<file path="config.mk">
export PLATFORM = sky130hd
export DESIGN_NAME = srct_timer
export DESIGN_NICKNAME = d
export VERILOG_FILES = /design/src/srct_pkg.sv /design/src/srct_timer.sv
export SDC_FILE = /design/constraint.sdc
export NUM_CORES = 1
export LEC_CHECK = 0
export BUFFER_PORTS_ARGS = -buffer_cell sky130_fd_sc_hd__buf_2
export CAP_MARGIN = 20
export CORE_AREA = 2 2 97 99
export CTS_BUF_LIST = sky130_fd_sc_hd__clkbuf_8
export DETAILED_ROUTE_END_ITERATION = 16
export DIE_AREA = 0 0 99 101
export PLACE_DENSITY_LB_ADDON = 0.08
export RECOVER_POWER = 100
export SKIP_LAST_GASP = 1
export SLEW_MARGIN = 20
export SYNTH_ARGS = -nofsm -noshare
export SYNTH_HDL_FRONTEND = slang
export SYNTH_SLANG_ARGS = --single-unit
</file>
<file path="constraint.sdc">
create_clock -name ref_clk_i -period 5.4 [get_ports ref_clk_i]
set_input_delay 1.08 -clock ref_clk_i [delete_from_list [all_inputs] [get_ports ref_clk_i]]
set_output_delay 1.08 -clock ref_clk_i [all_outputs]
set_load 0.005 [all_outputs]
</file>
<file path="src/srct_pkg.sv">
// constants and register map of the split reload capture timer
// Summary of operation
// - 16-bit mode: wrap from ffff reloads the counter and sets the high flag
// - 16-bit mode interrupt on full overflow; low-byte wraps too when enabled
// - split mode: two 8-bit counters, each reloads from its own reload byte
// - run control gates only high byte in split mode, whole timer otherwise
// - clock select 1 uses system clock, else divide-by-12, external/8 or real-time/8
// - high flag on high byte wrap; low flag on low byte wrap, any mode
// - split mode interrupt on high overflow, or either byte when enabled
// - hardware never clears the flags; software clears and inspects them
// - capture every 8 selected oscillator cycles copies count to reload, sets high flag
// - capture source 0 is real-time oscillator, 1 is external oscillator
// - external select with low clock select 0: source bit picks count clock
// - external select 0 gives divide-by-12; applies to both bytes in split
// - external oscillator clocks are synchronised before use
// - control register resets to zero, bits flag/flag/len/cen/split/run/src/xclk
// - reload and counter bytes are separate 8-bit registers resetting to zero
package srct_pkg;
  localparam logic [7:0] ADDR_CONTROL     = 8'h91;
  localparam logic [7:0] ADDR_RELOAD_LOW  = 8'h92;
  localparam logic [7:0] ADDR_RELOAD_HIGH = 8'h93;
  localparam logic [7:0] ADDR_COUNT_LOW   = 8'h94;
  localparam logic [7:0] ADDR_COUNT_HIGH  = 8'h95;
  localparam int BIT_HIGH_FLAG    = 7;
  localparam int BIT_LOW_FLAG     = 6;
  localparam int BIT_LOW_IRQ_EN   = 5;
  localparam int BIT_CAPTURE_EN   = 4;
  localparam int BIT_SPLIT        = 3;
  localparam int BIT_RUN          = 2;
  localparam int BIT_CAPTURE_SRC  = 1;
  localparam int BIT_EXT_CLK_SEL  = 0;
  localparam logic [7:0] CONTROL_RESET = 8'h00;
  localparam logic [7:0] BYTE_RESET    = 8'h00;
  localparam logic [7:0] BYTE_MAX      = 8'hff;
  localparam logic [3:0] SYS_DIV       = 4'hc;
  localparam logic [3:0] SYS_DIV_LAST  = 4'(SYS_DIV - 4'h1);
  localparam logic [2:0] OSC_DIV_LAST  = 3'h7;
endpackage : srct_pkg

</file>
<file path="src/srct_timer.sv">
// split reload capture timer: counters, clock sources, capture and sfr port
`timescale 1ns/1ns
module srct_timer
  import srct_pkg::*;
(
  input  wire logic       ref_clk_i,
  input  wire logic       rst_i,
  input  wire logic       ce_i,
  input  wire logic [7:0] sfr_addr_i,
  input  wire logic       sfr_wr_i,
  input  wire logic [7:0] sfr_wdata_i,
  input  wire logic       high_byte_clock_select_i,
  input  wire logic       low_byte_clock_select_i,
  input  wire logic       timer_irq_enable_i,
  input  wire logic       ext_osc_i,
  input  wire logic       rtc_osc_i,
  output logic [7:0]      sfr_rdata_o,
  output logic            irq_o
);
  logic [7:0] ctrl_q;
  logic [7:0] reload_l_q;
  logic [7:0] reload_h_q;
  logic [7:0] cnt_l_q;
  logic [7:0] cnt_h_q;
  logic [3:0] div12_q;
  logic [2:0] ext_sync_q;
  logic [2:0] rtc_sync_q;
  logic       ext_lvl_q;
  logic       rtc_lvl_q;
  logic [2:0] ext_div_q;
  logic [2:0] rtc_div_q;
  logic       ext_rise;
  logic       rtc_rise;
  logic       tick12;
  logic       ext_tick;
  logic       rtc_tick;
  logic       alt_tick;
  logic       cap_tick;
  logic       tick_l;
  logic       tick_h;
  logic       split;
  logic       run;
  logic       inc16;
  logic       inc_l;
  logic       inc_h;
  logic       wrap16;
  logic       ovf_l;
  logic       ovf_h;
  logic       cap_evt;
  logic       wr_ctrl;
  logic       wr_cnt_l;
  logic       wr_cnt_h;

  assign split    = ctrl_q[BIT_SPLIT];
  assign run      = ctrl_q[BIT_RUN];
  assign wr_ctrl  = sfr_wr_i && (sfr_addr_i == ADDR_CONTROL);
  assign wr_cnt_l = sfr_wr_i && (sfr_addr_i == ADDR_COUNT_LOW);
  assign wr_cnt_h = sfr_wr_i && (sfr_addr_i == ADDR_COUNT_HIGH);

  // three stages; a change counts once stages two and three agree
  always_ff @(posedge ref_clk_i or posedge rst_i)
  begin
    if (rst_i)
    begin
      ext_sync_q <= 3'h0;
      rtc_sync_q <= 3'h0;
      ext_lvl_q  <= 1'b0;
      rtc_lvl_q  <= 1'b0;
    end
    else if (ce_i)
    begin
      ext_sync_q <= {ext_sync_q[1:0], ext_osc_i};
      rtc_sync_q <= {rtc_sync_q[1:0], rtc_osc_i};
      if (ext_sync_q[1] == ext_sync_q[2])
        ext_lvl_q <= ext_sync_q[2];
      if (rtc_sync_q[1] == rtc_sync_q[2])
        rtc_lvl_q <= rtc_sync_q[2];
    end
  end

  assign ext_rise = (ext_sync_q[1] == ext_sync_q[2]) && ext_sync_q[2] && !ext_lvl_q;
  assign rtc_rise = (rtc_sync_q[1] == rtc_sync_q[2]) && rtc_sync_q[2] && !rtc_lvl_q;

  // prescalers run free so a mode change never restarts a slow period
  always_ff @(posedge ref_clk_i or posedge rst_i)
  begin
    if (rst_i)
    begin
      div12_q   <= 4'h0;
      ext_div_q <= 3'h0;
      rtc_div_q <= 3'h0;
    end
    else if (ce_i)
    begin
      div12_q <= (div12_q == SYS_DIV_LAST) ? 4'h0 : div12_q + 4'h1;
      if (ext_rise)
        ext_div_q <= ext_div_q + 3'h1;
      if (rtc_rise)
        rtc_div_q <= rtc_div_q + 3'h1;
    end
  end

  // each source is a single-cycle enable on the system clock
  assign tick12   = ce_i && (div12_q == SYS_DIV_LAST);
  assign ext_tick = ce_i && ext_rise && (ext_div_q == OSC_DIV_LAST);
  assign rtc_tick = ce_i && rtc_rise && (rtc_div_q == OSC_DIV_LAST);
  assign alt_tick = !ctrl_q[BIT_EXT_CLK_SEL] ? tick12 :
                    (ctrl_q[BIT_CAPTURE_SRC] ? rtc_tick : ext_tick);
  assign cap_tick = ctrl_q[BIT_CAPTURE_SRC] ? ext_tick : rtc_tick;
  assign tick_l   = low_byte_clock_select_i ? ce_i : alt_tick;
  assign tick_h   = high_byte_clock_select_i ? ce_i : alt_tick;

  assign inc16  = !split && run && tick_l;
  assign inc_l  = split && tick_l;
  assign inc_h  = split && run && tick_h;
  assign wrap16 = inc16 && ({cnt_h_q, cnt_l_q} == {BYTE_MAX, BYTE_MAX});
  assign ovf_l  = (inc16 || inc_l) && (cnt_l_q == BYTE_MAX);
  assign ovf_h  = wrap16 || (inc_h && (cnt_h_q == BYTE_MAX));
  assign cap_evt = ctrl_q[BIT_CAPTURE_EN] && cap_tick;

  // control: hardware only sets flags, and a set beats a software clear
  always_ff @(posedge ref_clk_i or posedge rst_i)
  begin
    if (rst_i)
      ctrl_q <= CONTROL_RESET;
    else if (ce_i)
    begin
      if (wr_ctrl)
        ctrl_q <= sfr_wdata_i;
      if (ovf_h || cap_evt)
        ctrl_q[BIT_HIGH_FLAG] <= 1'b1;
      if (ovf_l)
        ctrl_q[BIT_LOW_FLAG] <= 1'b1;
    end
  end

  // reload bytes; a capture beats a software write in the same cycle
  always_ff @(posedge ref_clk_i or posedge rst_i)
  begin
    if (rst_i)
    begin
      reload_l_q <= BYTE_RESET;
      reload_h_q <= BYTE_RESET;
    end
    else if (ce_i)
    begin
      if (cap_evt)
      begin
        reload_l_q <= cnt_l_q;
        reload_h_q <= cnt_h_q;
      end
      else if (sfr_wr_i && (sfr_addr_i == ADDR_RELOAD_LOW))
        reload_l_q <= sfr_wdata_i;
      else if (sfr_wr_i && (sfr_addr_i == ADDR_RELOAD_HIGH))
        reload_h_q <= sfr_wdata_i;
    end
  end

  // counter bytes; a software write beats the count in that cycle
  always_ff @(posedge ref_clk_i or posedge rst_i)
  begin
    if (rst_i)
    begin
      cnt_l_q <= BYTE_RESET;
      cnt_h_q <= BYTE_RESET;
    end
    else if (ce_i)
    begin
      if (wrap16)
        {cnt_h_q, cnt_l_q} <= {reload_h_q, reload_l_q};
      else if (inc16)
        {cnt_h_q, cnt_l_q} <= {cnt_h_q, cnt_l_q} + 16'h0001;
      else
      begin
        if (inc_l)
          cnt_l_q <= (cnt_l_q == BYTE_MAX) ? reload_l_q : cnt_l_q + 8'h01;
        if (inc_h)
          cnt_h_q <= (cnt_h_q == BYTE_MAX) ? reload_h_q : cnt_h_q + 8'h01;
      end
      if (wr_cnt_l)
        cnt_l_q <= sfr_wdata_i;
      if (wr_cnt_h)
        cnt_h_q <= sfr_wdata_i;
    end
  end

  // read data and interrupt request are registered, one cycle behind
  always_ff @(posedge ref_clk_i or posedge rst_i)
  begin
    if (rst_i)
    begin
      sfr_rdata_o <= 8'h00;
      irq_o       <= 1'b0;
    end
    else if (ce_i)
    begin
      unique case (sfr_addr_i)
        ADDR_CONTROL:     sfr_rdata_o <= ctrl_q;
        ADDR_RELOAD_LOW:  sfr_rdata_o <= reload_l_q;
        ADDR_RELOAD_HIGH: sfr_rdata_o <= reload_h_q;
        ADDR_COUNT_LOW:   sfr_rdata_o <= cnt_l_q;
        ADDR_COUNT_HIGH:  sfr_rdata_o <= cnt_h_q;
        default:          sfr_rdata_o <= 8'h00;
      endcase
      irq_o <= timer_irq_enable_i && (ctrl_q[BIT_HIGH_FLAG] ||
               (ctrl_q[BIT_LOW_IRQ_EN] && ctrl_q[BIT_LOW_FLAG]));
    end
  end
endmodule : srct_timer

</file>
Word level (Yosys, flattened, before mapping):

Index checks and enable logic that the tools add are counted.

* bits in registers: 67
* bits of input ports: 25
* output and inout port bits: 9

* add/sub/neg operators: 6
* equality and inequality tests: 14
* muxes and demuxes: 25
* reduce and logical (&&, ||, !) cells: 49

Operator list (count)
* 8-bit two-way mux: 16
* 8-bit == test (second input constant): 7
* 8-bit case mux with 5 select lines: 1
* 1-bit logical AND: 25
* 2-bit AND reduction: 10
* 16-bit by 1-bit adder with 16-bit output (second input constant): 1
* 8-bit by 1-bit adder with 8-bit output (second input constant): 2
* 16-bit == test (second input constant): 1
* 2-bit nonzero test: 4
* 4-bit nonzero test: 2
* 1-bit two-way mux: 7
* 3-bit by 1-bit adder with 3-bit output (second input constant): 2
* 3-bit == test (second input constant): 2
* 4-bit by 1-bit adder with 4-bit output (second input constant): 1
* 4-bit == test (second input constant): 1
* 1-bit logical OR: 4
* 4-bit two-way mux: 1
* 1-bit zero test: 3
* 3-bit AND reduction: 1
* 1-bit == test: 2
* 2-bit != test (second input constant): 1

Longest topological paths before layout:

Gate-level depths: netlist of run 1.

* word-level depth: 14
* gate-level depth with buffers: 9
* mapped depth without buffers: 8

Least setup slack after synthesis of run 1:

Ideal clock, no wire load.

* path kind: input to register
* from: input sfr_addr_i[5]
* to: register reload_h_q[7]
* arrival: 2475 ps
* required time: 5323 ps
* setup slack: 2848 ps
* cell stages on the path: 7
* buffers on the path: 1
* path through: nand4bb_1 -> nor4_4 -> nand2_1 -> a21boi_2 -> buf_4 -> nor2_1 -> a21oi_1

* longest elaborated chain between the ends: 4

Ends and longest elaborated chain
* from (decl): line srct_timer.sv:9 `input wire logic [7:0] sfr_addr_i,`
* 8-bit == test, on equally long branches: line srct_timer.sv:152, srct_timer.sv:154
* 1-bit logical AND, on equally long branches: line srct_timer.sv:152, srct_timer.sv:154
* 2-bit != test (no line) / 2-bit nonzero test (equally long branches)
* 3-bit AND reduction (no line) (*)
* to (signal assigned): line srct_timer.sv:150 `reload_h_q <= cnt_h_q;`
* to (signal assigned): line srct_timer.sv:155 `reload_h_q <= sfr_wdata_i;`
* to (decl): line srct_timer.sv:22 `logic [7:0] reload_h_q;`

Every way passes the cells marked *; elsewhere a longest branch is shown, timed or not.
A chain may end at the register's enable or synchronous reset.

Worst setup path in the final report of run 1:

* from: input ce_i
* to: register cnt_l_q[7]

* longest elaborated chain between the ends: 9

Ends and longest elaborated chain
* from (decl): line srct_timer.sv:8 `input wire logic ce_i,`
* 1-bit logical AND, on equally long branches (2 in a row): line srct_timer.sv:105, srct_timer.sv:106
* 1-bit two-way mux: line srct_timer.sv:108 `(ctrl_q[BIT_CAPTURE_SRC] ? rtc_tick : ext_tick);`
* 1-bit two-way mux: line srct_timer.sv:107 `assign alt_tick = !ctrl_q[BIT_EXT_CLK_SEL] ? tick12 :`
* 1-bit two-way mux: line srct_timer.sv:110 `assign tick_l = low_byte_clock_select_i ? ce_i : alt_tick;`
* 1-bit logical AND: line srct_timer.sv:113 `assign inc16 = !split && run && tick_l;`
* 8-bit two-way mux / 1-bit logical AND (equally long branches): line srct_timer.sv:171, srct_timer.sv:116
* 8-bit two-way mux / 4-bit nonzero test (equally long branches)
* 8-bit two-way mux / 2-bit AND reduction (equally long branches)
* to (signal assigned): line srct_timer.sv:170 `{cnt_h_q, cnt_l_q} <= {reload_h_q, reload_l_q};`
* to (signal assigned): line srct_timer.sv:172 `{cnt_h_q, cnt_l_q} <= {cnt_h_q, cnt_l_q} + 16'h0001;`
* to (signal assigned): line srct_timer.sv:181 `cnt_l_q <= sfr_wdata_i;`
* to (decl): line srct_timer.sv:23 `logic [7:0] cnt_l_q;`

Parallel ways exist; a longest one is shown, timed or not.

==> flow_summary_export.csv, run 1 <==
group,metric,value,unit
global_route,grt_pass1_wl,17390,µm
setup_path,path_cells,"clkbuf_1, nand3b_1, o32a_1, a21boi_2, a21oi_1, or3_1, a31oi_1",
global_route,overflow,0,
setup_path,crit_fanout,34,
sta,hold_violations,0,
synth,synth_common_cells,"67 x dfrtp_1, 45 x nor2_1, 41 x a21oi_1",
clock_tree,clk_pin_slew_worst_paths,0.08,ns
place,io_buffers,33,
drt,totalWireLength,10850,µm
run,max_cap_viol_count,0,
clock_tree,cts_made_buffers,9,
setup_path,end_kind,"flop",
clock_tree,cts_root_buf,"clkbuf_8",
synth,netlist_area,3961,µm²
sta,slew_violations,0,
sta,fin_crit,4.141,ns
die,floorplan.io_pins,34,
sta,min_period_over_period,76.69,%
power_and_ir_drop,p_leak,1.914,nW
synth,synth_cells,410,
synth,yosysUniqueCellTypes,61,
power_and_ir_drop,switching_share,28.57,%
power_and_ir_drop,peakVddDrop,0.1146,mV
die,die_w,99,µm
synth,async_reset_ff_share,100.0,%
die,die_area,9999,µm²
die,initial_core_util,44.13,%
sta,setup_viol,0,
drt,drtAntennaViolNets,0,
clock_tree,numClockSinks,67,
setup_path,cp.arrival,4.41,ns
cells_and_area,drive_gt1_share,17.27,%
sta,max-slew-margin-rel,3.846,%
place,place.gp.congestion,0.8916,
synth,ys_ff_latch,67,
drt,firstDrtPassIters,5,
power_and_ir_drop,power_density,320.0,nW/µm²
drt,route.detailed.drc,0,
die,num_rows,35,
clock_tree,htree_levels,3,
sta,worstMarginPinSlew,1.442,ns
clock_tree,cts_hold_buffers,0,
synth,syn-num-nets,444,
outcome,outcome,"complete, no violations",
synth,synth_largest_area_cell,"dfrtp_1",
synth,synth_warnings,0,
power_and_ir_drop,p_sw,401.4,µW
drt,drtIter0Drc,290,
synth,synth-edff-count,0,
setup_path,cpMaxStageDelayCell,"clkbuf_1",
power_and_ir_drop,power.internal,1.004,mW
global_route,grt_pass1_vias,3150,
sta,finalClockSkew,0.01092,ns
synth,yosysTopAreaCellShare,42.32,%
clock_tree,post_cts_buffers,0,
sta,fmax,241.5,MHz
place,hpwl,7655,µm
sta,tns,0,ns
die,coreArea,8977,µm²
die,die_y,101,µm
clock_tree,clockBufferDepth,2,
synth,synth_ff_type,"dfrtp_1",
drt,vias_per_cell,6.100,
power_and_ir_drop,power_frac_comb,15.8,%
synth,syn_area_per_cell,9.662,µm²
cells_and_area,diodes,0,
setup_path,cp_slowest_stage_delay,1.03,ns
cells_and_area,final_nets,469,
clock_tree,cts_resized,0,
clock_tree,clk_latency,0.35,ns
power_and_ir_drop,power.total,1.405,mW
cells_and_area,synthToLayoutAreaGrowth,10.83,%
sta,rsz0062_at_grt,"no",
drt,vias,3361,
global_route,antenna_found_initial,0,
setup_path,crit_required,5.67,ns
global_route,grt_max_degree,68,
synth,synth_seq_area_share,42.32,%
power_and_ir_drop,clockPowerShare,37.5,%
synth,synth_most_common_cell,"dfrtp_1",
setup_path,path_class,"in2reg",
clock_tree,cts_tree,"built",
worst_hold_path,hold_path_class,"reg2reg",
global_route,track_usage,22.37,%
drt,routedWlPerCell,19.70,µm
setup_path,critical_path.startpoint_type,"primary input",
synth,synthTopCellsByArea,"dfrtp_1 42%, mux2_2 5.7%, a21oi_1 5.2%, mux2i_1 4.3%, nor2_1 4.3%",
power_and_ir_drop,seqPwrFrac,46.7,%
==> power groups by stage <==
| stage | Sequential [mW] | Combinational (mW) | Clock (mW) |
|---|---|---|---|
| floorplan | 0.638 | 0.177 | 0 |
| global placement | 0.664 | 0.220 | 0 |
| detailed placement | 0.664 | 0.227 | 0 |
| CTS | 0.654 | 0.228 | 0.535 |
| global route | 0.668 | 0.258 | 0.555 |
| finish | 0.656 | 0.222 | 0.527 |
==> sequential cells by signal, indices dropped and copies added, names as in the netlist <==
signal and cells:
cnt_l_q 8, reload_l_q 8, ctrl_q 8, sfr_rdata_o 8, cnt_h_q 8, ext_lvl_q 1
rtc_sync_q 3, ext_sync_q 3, div12_q 4, rtc_div_q 3, ext_div_q 3, irq_o 1
rtc_lvl_q 1, reload_h_q 8
==> cell type report <==
type / instances / area, µm²
fillers: 856 / 4587
multi-input cells: 312 / 2121
flip-flops and latches: 67 / 1677
repair buffers: 36 / 172.7
well taps: 111 / 138.9
clock buffers: 9 / 123.9
clock inverters: 7 / 123.9
inverters: 9 / 33.78
==> worst max-delay path: cells and delay by family <==
family	cells	cell delay (ns)
simple gates	2	0.89
buf+inv	1	1.03
compound gates	4	1.39
==> per-layer routing <==
layer	GRT usage [%]	vias up	wire, µm
met1	33.48	1640	5247
met4	6.639	0	101
met2	33.63	137	4821
li1	-	1576	-
met5	0	-	0
met3	3.259	8	683
==> cells by family after synthesis <==
family,synth area share (%)
AO/OA/AOI/OAI,21.26
XOR/XNOR,1.990
multiplexers,9.981
adder cells (fa/ha/maj),2.843
flip-flops,42.32
buffers and inverters,3.601
AND/OR/NAND/NOR,18.00
==> through the flow <==
step	worst slack [ns]	hold WS (ns)	utilization, %	instances	area, µm²
4_1_cts	2.112	0.4808	49.37	551	4432
2_1_floorplan	2.637	0.4480	-	410	3961
3_5_place_dp	1.750	0.4678	46.61	535	4184
3_3_place_gp	1.686	0.4761	46.55	535	4179
6_report	1.259	0.4784	48.91	551	4390
5_1_grt	0.9643	0.5032	48.91	551	4390
==> layout by cell type (no fill, tap or decap), types with 14 or more instances in the layout <==
master / count
dfrtp_1: 67
nor2_1: 45
a21oi_1: 42
buf_2: 24
nand2_1: 21
mux2_2: 20
o21ai_0: 19
mux2i_1: 17
nand3_1: 15
a31oi_1: 14
==> path summary, 6_finish.rpt <==
path	startpoint	endpoint	slack, ns	cells after the start
max	ce_i	cnt_l_q[7]$_DFFE_PP0P_	1.26	7
min	ext_div_q[0]$_DFFE_PP0N_	ext_div_q[0]$_DFFE_PP0N_	0.48	1
max reg2reg	ext_div_q[0]$_DFFE_PP0N_	cnt_h_q[1]$_DFFE_PP0P_	2.54	8
min reg2reg	ext_div_q[0]$_DFFE_PP0N_	ext_div_q[0]$_DFFE_PP0N_	0.48	1
max in group asynchronous	rst_i	sfr_rdata_o[4]$_DFFE_PP0P_	3.84	3
min in group asynchronous	rst_i	rtc_sync_q[0]$_DFFE_PP0P_	0.99	3
Note: power is estimated with default switching activity, not from simulation.
==> inputs of run 2 (changes only) <==
clock period = 4.3 ns   (was 5.4 ns; I/O delays follow)
==> flow_summary_export.csv, run 2 (same netlist as run 1, synthesis figures left out) <==
group,metric,value,unit
setup_path,end_kind,"flop",
sta,fin_crit,3.340,ns
place,hpwl,7573,µm
setup_path,crit_fanout,23,
setup_path,critical_path.startpoint_type,"primary input",
place,io_buffers,33,
sta,fmax,299.4,MHz
sta,hold_violations,0,
setup_path,path_cells,"clkbuf_1, nand3b_1, o32a_1, a21boi_2, a211oi_1, clkbuf_1, a2111oi_2, nor3_1",
setup_path,reg2reg_depth,8,
clock_tree,cts_tree,"built",
setup_path,cpMaxStageDelayCell,"clkbuf_1",
clock_tree,post_cts_buffers,0,
drt,routedWlPerCell,19.30,µm
drt,vias,3370,
setup_path,rr_startpoint,"div12_q[0]$_DFFE_PP0P_",
worst_hold_path,hold_start,"ext_div_q[0]$_DFFE_PP0N_",
worst_hold_path,hold_path_class,"reg2reg",
setup_path,crit_required,4.53,ns
global_route,grt_pass1_wl,16910,µm
power_and_ir_drop,p_leak,1.876,nW
drt,firstDrtPassIters,5,
drt,drtAntennaViolNets,0,
power_and_ir_drop,power_density,364.2,nW/µm²
die,floorplan.io_pins,34,
sta,finalClockSkew,0.008957,ns
worst_hold_path,worstHoldEndpoint,"ext_div_q[0]$_DFFE_PP0N_",
cells_and_area,instances_no_fill,552,
die,die_area,9999,µm²
sta,tns,0,ns
sta,min_period_over_period,77.67,%
place,dp_cells,536,
sta,worstMarginPinSlew,1.298,ns
die,die_y,101,µm
drt,vias_per_cell,6.105,
setup_path,r2r_end,"cnt_h_q[1]$_DFFE_PP0P_",
clock_tree,clk_latency,0.35,ns
clock_tree,cts_root_buf,"clkbuf_8",
clock_tree,numClockSinks,67,
cells_and_area,final_cell_mix,"67 x dfrtp_1, 45 x nor2_1, 41 x a21oi_1, 24 x buf_2, 21 x nand2_1",
global_route,antenna_found_initial,0,
sta,setup_viol,0,
run,max_cap_viol_count,0,
global_route,track_usage,22.09,%
sta,rsz0062_at_grt,"no",
die,coreArea,8977,µm²
cells_and_area,synthToLayoutAreaGrowth,8.876,%
global_route,grt_pass1_vias,3127,
sta,slew_violations,0,
drt,drtIter0Drc,259,
drt,route.detailed.drc,0,
power_and_ir_drop,power.total,1.571,mW
setup_path,path_common_cell,"clkbuf_1",
cells_and_area,n_fill_cell,840,
global_route,grt_max_degree,52,
outcome,outcome,"complete, no violations",
drt,totalWireLength,10650,µm
setup_path,r2r_slack,1.72,ns
cells_and_area,final_nets,470,
setup_path,cp_slowest_stage_delay,0.71,ns
setup_path,cp.arrival,3.57,ns
power_and_ir_drop,peakVddDrop,0.1576,mV
clock_tree,cts_made_buffers,9,
clock_tree,cts_hold_buffers,0,
cells_and_area,drive_gt1_share,17.23,%
global_route,overflow,0,
place,place.gp.congestion,0.9010,
cells_and_area,final_common_cell,"dfrtp_1",
die,initial_core_util,44.13,%
setup_path,path_class,"in2reg",
worst_hold_path,hold_depth,1,
die,die_w,99,µm
clock_tree,cts_resized,0,
clock_tree,clk_pin_slew_worst_paths,0.08,ns
clock_tree,clockBufferDepth,2,
die,num_rows,35,
clock_tree,htree_levels,3,
cells_and_area,diodes,0,
sta,max-slew-margin-rel,13.47,%
run 2: changes by cell type in the layout (fill, tap and decap cells not counted), sizes merged:
| cell | previous run | this run |
|---|---|---|
| inv | 11 | 10 |
| buf | 26 | 25 |
| clkbuf | 19 | 21 |
| bufinv | 3 | 0 |
| clkinvlp | 1 | 2 |
| clkinv | 1 | 4 |
run 2: critical path: cells and delay by family:
kind	cells	cell delay, ns
AOI/OAI and AO/OA	4	1.23
and+or+nand+nor	2	0.45
buffers and inverters	2	1.04
run 2: through the flow:
stage | utilization (%) | setup WS [ns] | hold WS (ns) | area [µm²]
after CTS | 48.53 | 1.423 | 0.4790 | 4357
after global placement | 46.63 | 1.163 | 0.4676 | 4187
after detailed placement | 46.63 | 1.064 | 0.4677 | 4187
after floorplan | - | 1.757 | 0.4480 | 3961
final | 48.04 | 0.9602 | 0.4767 | 4313
after global routing | 48.04 | 0.6901 | 0.4993 | 4313
run 2: where the power goes:
part	internal (mW)	switching, mW	leakage (nW)
Sequential	0.726	0.0986	0.872
Clock	0.207	0.257	0.0864
Combinational	0.144	0.138	0.918
Total	1.08	0.494	1.88
run 2: per-layer routing:
metal / vias up / global-route usage (%) / wire length (µm)
met1: 1653 / 32.67 / 5093
met3: 18 / 4.369 / 709
met2: 109 / 32.12 / 4676
met4: 0 / 7.798 / 174
li1: 1590 / - / -
met5: - / 0 / 0
run 2: worst max-delay path by stage:
stage | from | end | slack, ns
2_1_floorplan | rst_i | cnt_h_q[0]$_DFFE_PP0P_ | 1.76
4_1_cts | ce_i | cnt_l_q[7]$_DFFE_PP0P_ | 1.42
3_3_place_gp | ce_i | cnt_l_q[7]$_DFFE_PP0P_ | 1.16
5_1_grt | ce_i | cnt_l_q[7]$_DFFE_PP0P_ | 0.69
3_5_place_dp | ce_i | cnt_l_q[7]$_DFFE_PP0P_ | 1.06
6_report | ce_i | cnt_h_q[1]$_DFFE_PP0P_ | 0.96
run 2: final cells by class:
class                           instances  area [µm²]  share of cell area, %
Clock buffer                            9       123.9                  2.872
Clock inverter                          7       46.29                  1.073
Inverter                                9       33.78                 0.7833
Multi-Input combinational cell        312        2120                  49.14
Sequential cell                        67        1677                  38.87
Tap cell                              111       138.9                  3.220
Timing Repair Buffer                   37       173.9                  4.032
==> inputs of run 3 (changes only) <==
ABC_AREA = 1   (was unset)
CORE_AREA = 2 2 103 105   (was 2 2 97 99)
DIE_AREA = 0 0 105 107   (was 0 0 99 101)
clock period = 3.5 ns   (was 4.3 ns; I/O delays follow)
==> flow_summary_export.csv, run 3 <==
group,metric,value,unit
outcome,outcome,"finished, violations left",
outcome,violations,"max-capacitance violations, max-slew violations",
global_route,grt_pass1_vias,4063,
sta,tns,0,ns
drt,route.detailed.drc,0,
worst_hold_path,hold_depth,1,
die,coreArea,10090,µm²
synth,syn_area_per_cell,7.197,µm²
synth,syn-num-nets,651,
place,dp_slack,0.7603,ns
place,hpwl,9926,µm
sta,max-slew-margin-rel,-13.37,%
setup_path,end_kind,"flop",
place,dpl-instance-area,4691,µm²
synth,synthSimpleGateAreaFrac,34.80,%
drt,vias_per_cell,5.395,
sta,hold_violations,0,
clock_tree,clockBufferDepth,2,
setup_path,crit_fanout,20,
cells_and_area,synthToLayoutAreaGrowth,9.383,%
cells_and_area,drive_gt1_share,11.27,%
synth,synth_seq_area_share,37.76,%
sta,setup_ws,0.7213,ns
clock_tree,clk_pin_slew_worst_paths,0.07,ns
cells_and_area,fin_util,48.13,%
drt,totalWireLength,13200,µm
global_route,track_usage,25.13,%
cells_and_area,final_common_cell,"nand2_1",
synth,ys_ff_latch,67,
clock_tree,cts_made_buffers,9,
clock_tree,clk_latency,0.37,ns
synth,synth-edff-count,0,
setup_path,path_class,"in2reg",
synth,synthTopCellsByArea,"dfrtp_1 38%, nand2_1 15%, nor2_1 5.7%, inv_1 5.6%, o21ai_0 5.3%",
setup_path,critical_path.startpoint_type,"primary input",
drt,drtIter0Drc,295,
drt,vias,4230,
die,die_y,107,µm
global_route,grt_pass1_wl,21400,µm
synth,synth_top_family_by_area,"simple AND/OR/NAND/NOR gates",
synth,synth_ff_type,"dfrtp_1",
global_route,overflow,0,
synth,synth.area.mux_share,0,%
cells_and_area,diodes,0,
synth,yosysUniqueCellTypes,40,
die,num_rows,37,
synth,yosysTopAreaCellShare,37.76,%
sta,worstMarginPinSlew,1.701,ns
sta,setup_viol,0,
synth,synth_compound_area_share,13.16,%
clock_tree,cts_root_buf,"clkbuf_8",
global_route,grt_max_degree,68,
synth,async_reset_ff_share,100.0,%
power_and_ir_drop,peakVddDrop,0.3933,mV
cells_and_area,final_nets,679,
place,io_buffers,33,
synth,synth_xor_area_share,3.156,%
synth,synth_common_cells,"172 x nand2_1, 67 x dfrtp_1, 67 x nor2_1",
global_route,antenna_found_initial,0,
synth,synth_cells,617,
sta,rsz0062_at_grt,"no",
place,place.gp.congestion,0.9285,
power_and_ir_drop,p_leak,2.439,nW
synth,synth_warnings,0,
drt,firstDrtPassIters,5,
die,die_area,11240,µm²
synth,synth_most_common_cell,"nand2_1",
synth,synth_largest_area_cell,"dfrtp_1",
cells_and_area,finalInstanceArea,4857,µm²
die,floorplan.io_pins,34,
cells_and_area,n_fill_cell,1070,
clock_tree,cts_tree,"built",
clock_tree,post_cts_buffers,0,
worst_hold_path,hold_path_class,"reg2reg",
setup_path,reg2reg_depth,10,
sta,fmax,359.9,MHz
power_and_ir_drop,power_density,439.0,nW/µm²
synth,synth-adder-area-share,2.536,%
clock_tree,htree_levels,3,
setup_path,crit_required,3.75,ns
setup_path,cp.arrival,3.03,ns
sta,slew_violations,68,
clock_tree,cts_hold_buffers,0,
drt,drtAntennaViolNets,0,
clock_tree,cts_resized,0,
synth,netlist_area,4441,µm²
sta,finalClockSkew,0.01440,ns
die,die_w,105,µm
clock_tree,numClockSinks,67,
cells_and_area,final_cell_mix,"174 x nand2_1, 69 x nor2_1, 67 x inv_1, 67 x dfrtp_1, 53 x o21ai_0",
sta,min_period_over_period,79.39,%
drt,routedWlPerCell,16.84,µm
die,initial_core_util,44.00,%
sta,holdWs,0.4764,ns
run,max_cap_viol_count,1,
sta,fin_crit,2.779,ns
==> run 3: cell types whose count changed after synthesis, sizes merged, moves of 10 or more <==
| cell | change |
|---|---|
| a21oi | -22 |
| a31oi | -11 |
| inv | +58 |
| mux2 | -20 |
| mux2i | -17 |
| nand2 | +160 |
| nand3 | +36 |
| nand4 | +15 |
| nor2 | +28 |
| o21ai | +35 |
| xor2 | +10 |
==> run 3: cell families after synthesis <==
logic type / Yosys count
adder cells (fa/ha/maj): 9
XOR/XNOR: 16
AO/OA/AOI/OAI: 101
AND/OR/NAND/NOR: 334
buffers and inverters: 90
flip-flops: 67
==> run 3: power breakdown <==
part           internal (mW)  switching [mW]  leakage (nW)  total, mW
Sequential             0.883           0.110         0.820      0.994
Clock                  0.430           0.305         0.113      0.735
Combinational          0.153           0.251          1.51      0.404
Total                   1.47           0.666          2.44       2.13
==> run 3: stage by stage <==
step / cells / power [mW]
2_1_floorplan: 617 / 1.281
3_3_place_gp: 770 / 1.412
3_5_place_dp: 770 / 1.422
4_1_cts: 784 / 2.169
5_1_grt: 784 / 2.264
6_report: 784 / 2.132
==> run 3: worst paths after layout <==
check / from / to / slack, ns
min in group asynchronous: rst_i / reload_l_q[2]$_DFFE_PP0P_ / 0.91
max in group asynchronous: rst_i / cnt_h_q[2]$_DFFE_PP0P_ / 1.57
max: ce_i / cnt_h_q[3]$_DFFE_PP0P_ / 0.72
min: rtc_div_q[0]$_DFFE_PP0N_ / rtc_div_q[0]$_DFFE_PP0N_ / 0.48
max reg2reg: rtc_div_q[0]$_DFFE_PP0N_ / reload_l_q[3]$_DFFE_PP0P_ / 0.94
min reg2reg: rtc_div_q[0]$_DFFE_PP0N_ / rtc_div_q[0]$_DFFE_PP0N_ / 0.48
==> run 3: final cells by class <==
cell class	count	area (µm²)	share of cell area (%)
multi-input combinational	460	2355	48.48
sequential	67	1677	34.52
inverter	69	259.0	5.332
timing repair buffer	38	181.4	3.735
tap	136	170.2	3.503
clock buffer	11	151.4	3.117
clock inverter	3	63.81	1.314
==> run 3: critical path, cell delays in order <==
cell and delay (ns):
clkbuf_1 0.61, inv_1 0.16, clkbuf_1 0.45, a21oi_1 0.32, nand2_1 0.12, nand3_4 0.13
nand2_1 0.24, nor2_1 0.23, a21oi_2 0.07
==> run 3: routing by layer <==
layer / share of wire (%) / track usage (%) / wire [µm]
met1: 46 / 34.36 / 6129
met2: 45 / 38.64 / 5879
met3: 6.6 / 7.173 / 871
met4: 2.4 / 7.619 / 323
met5: 0 / 0 / 0
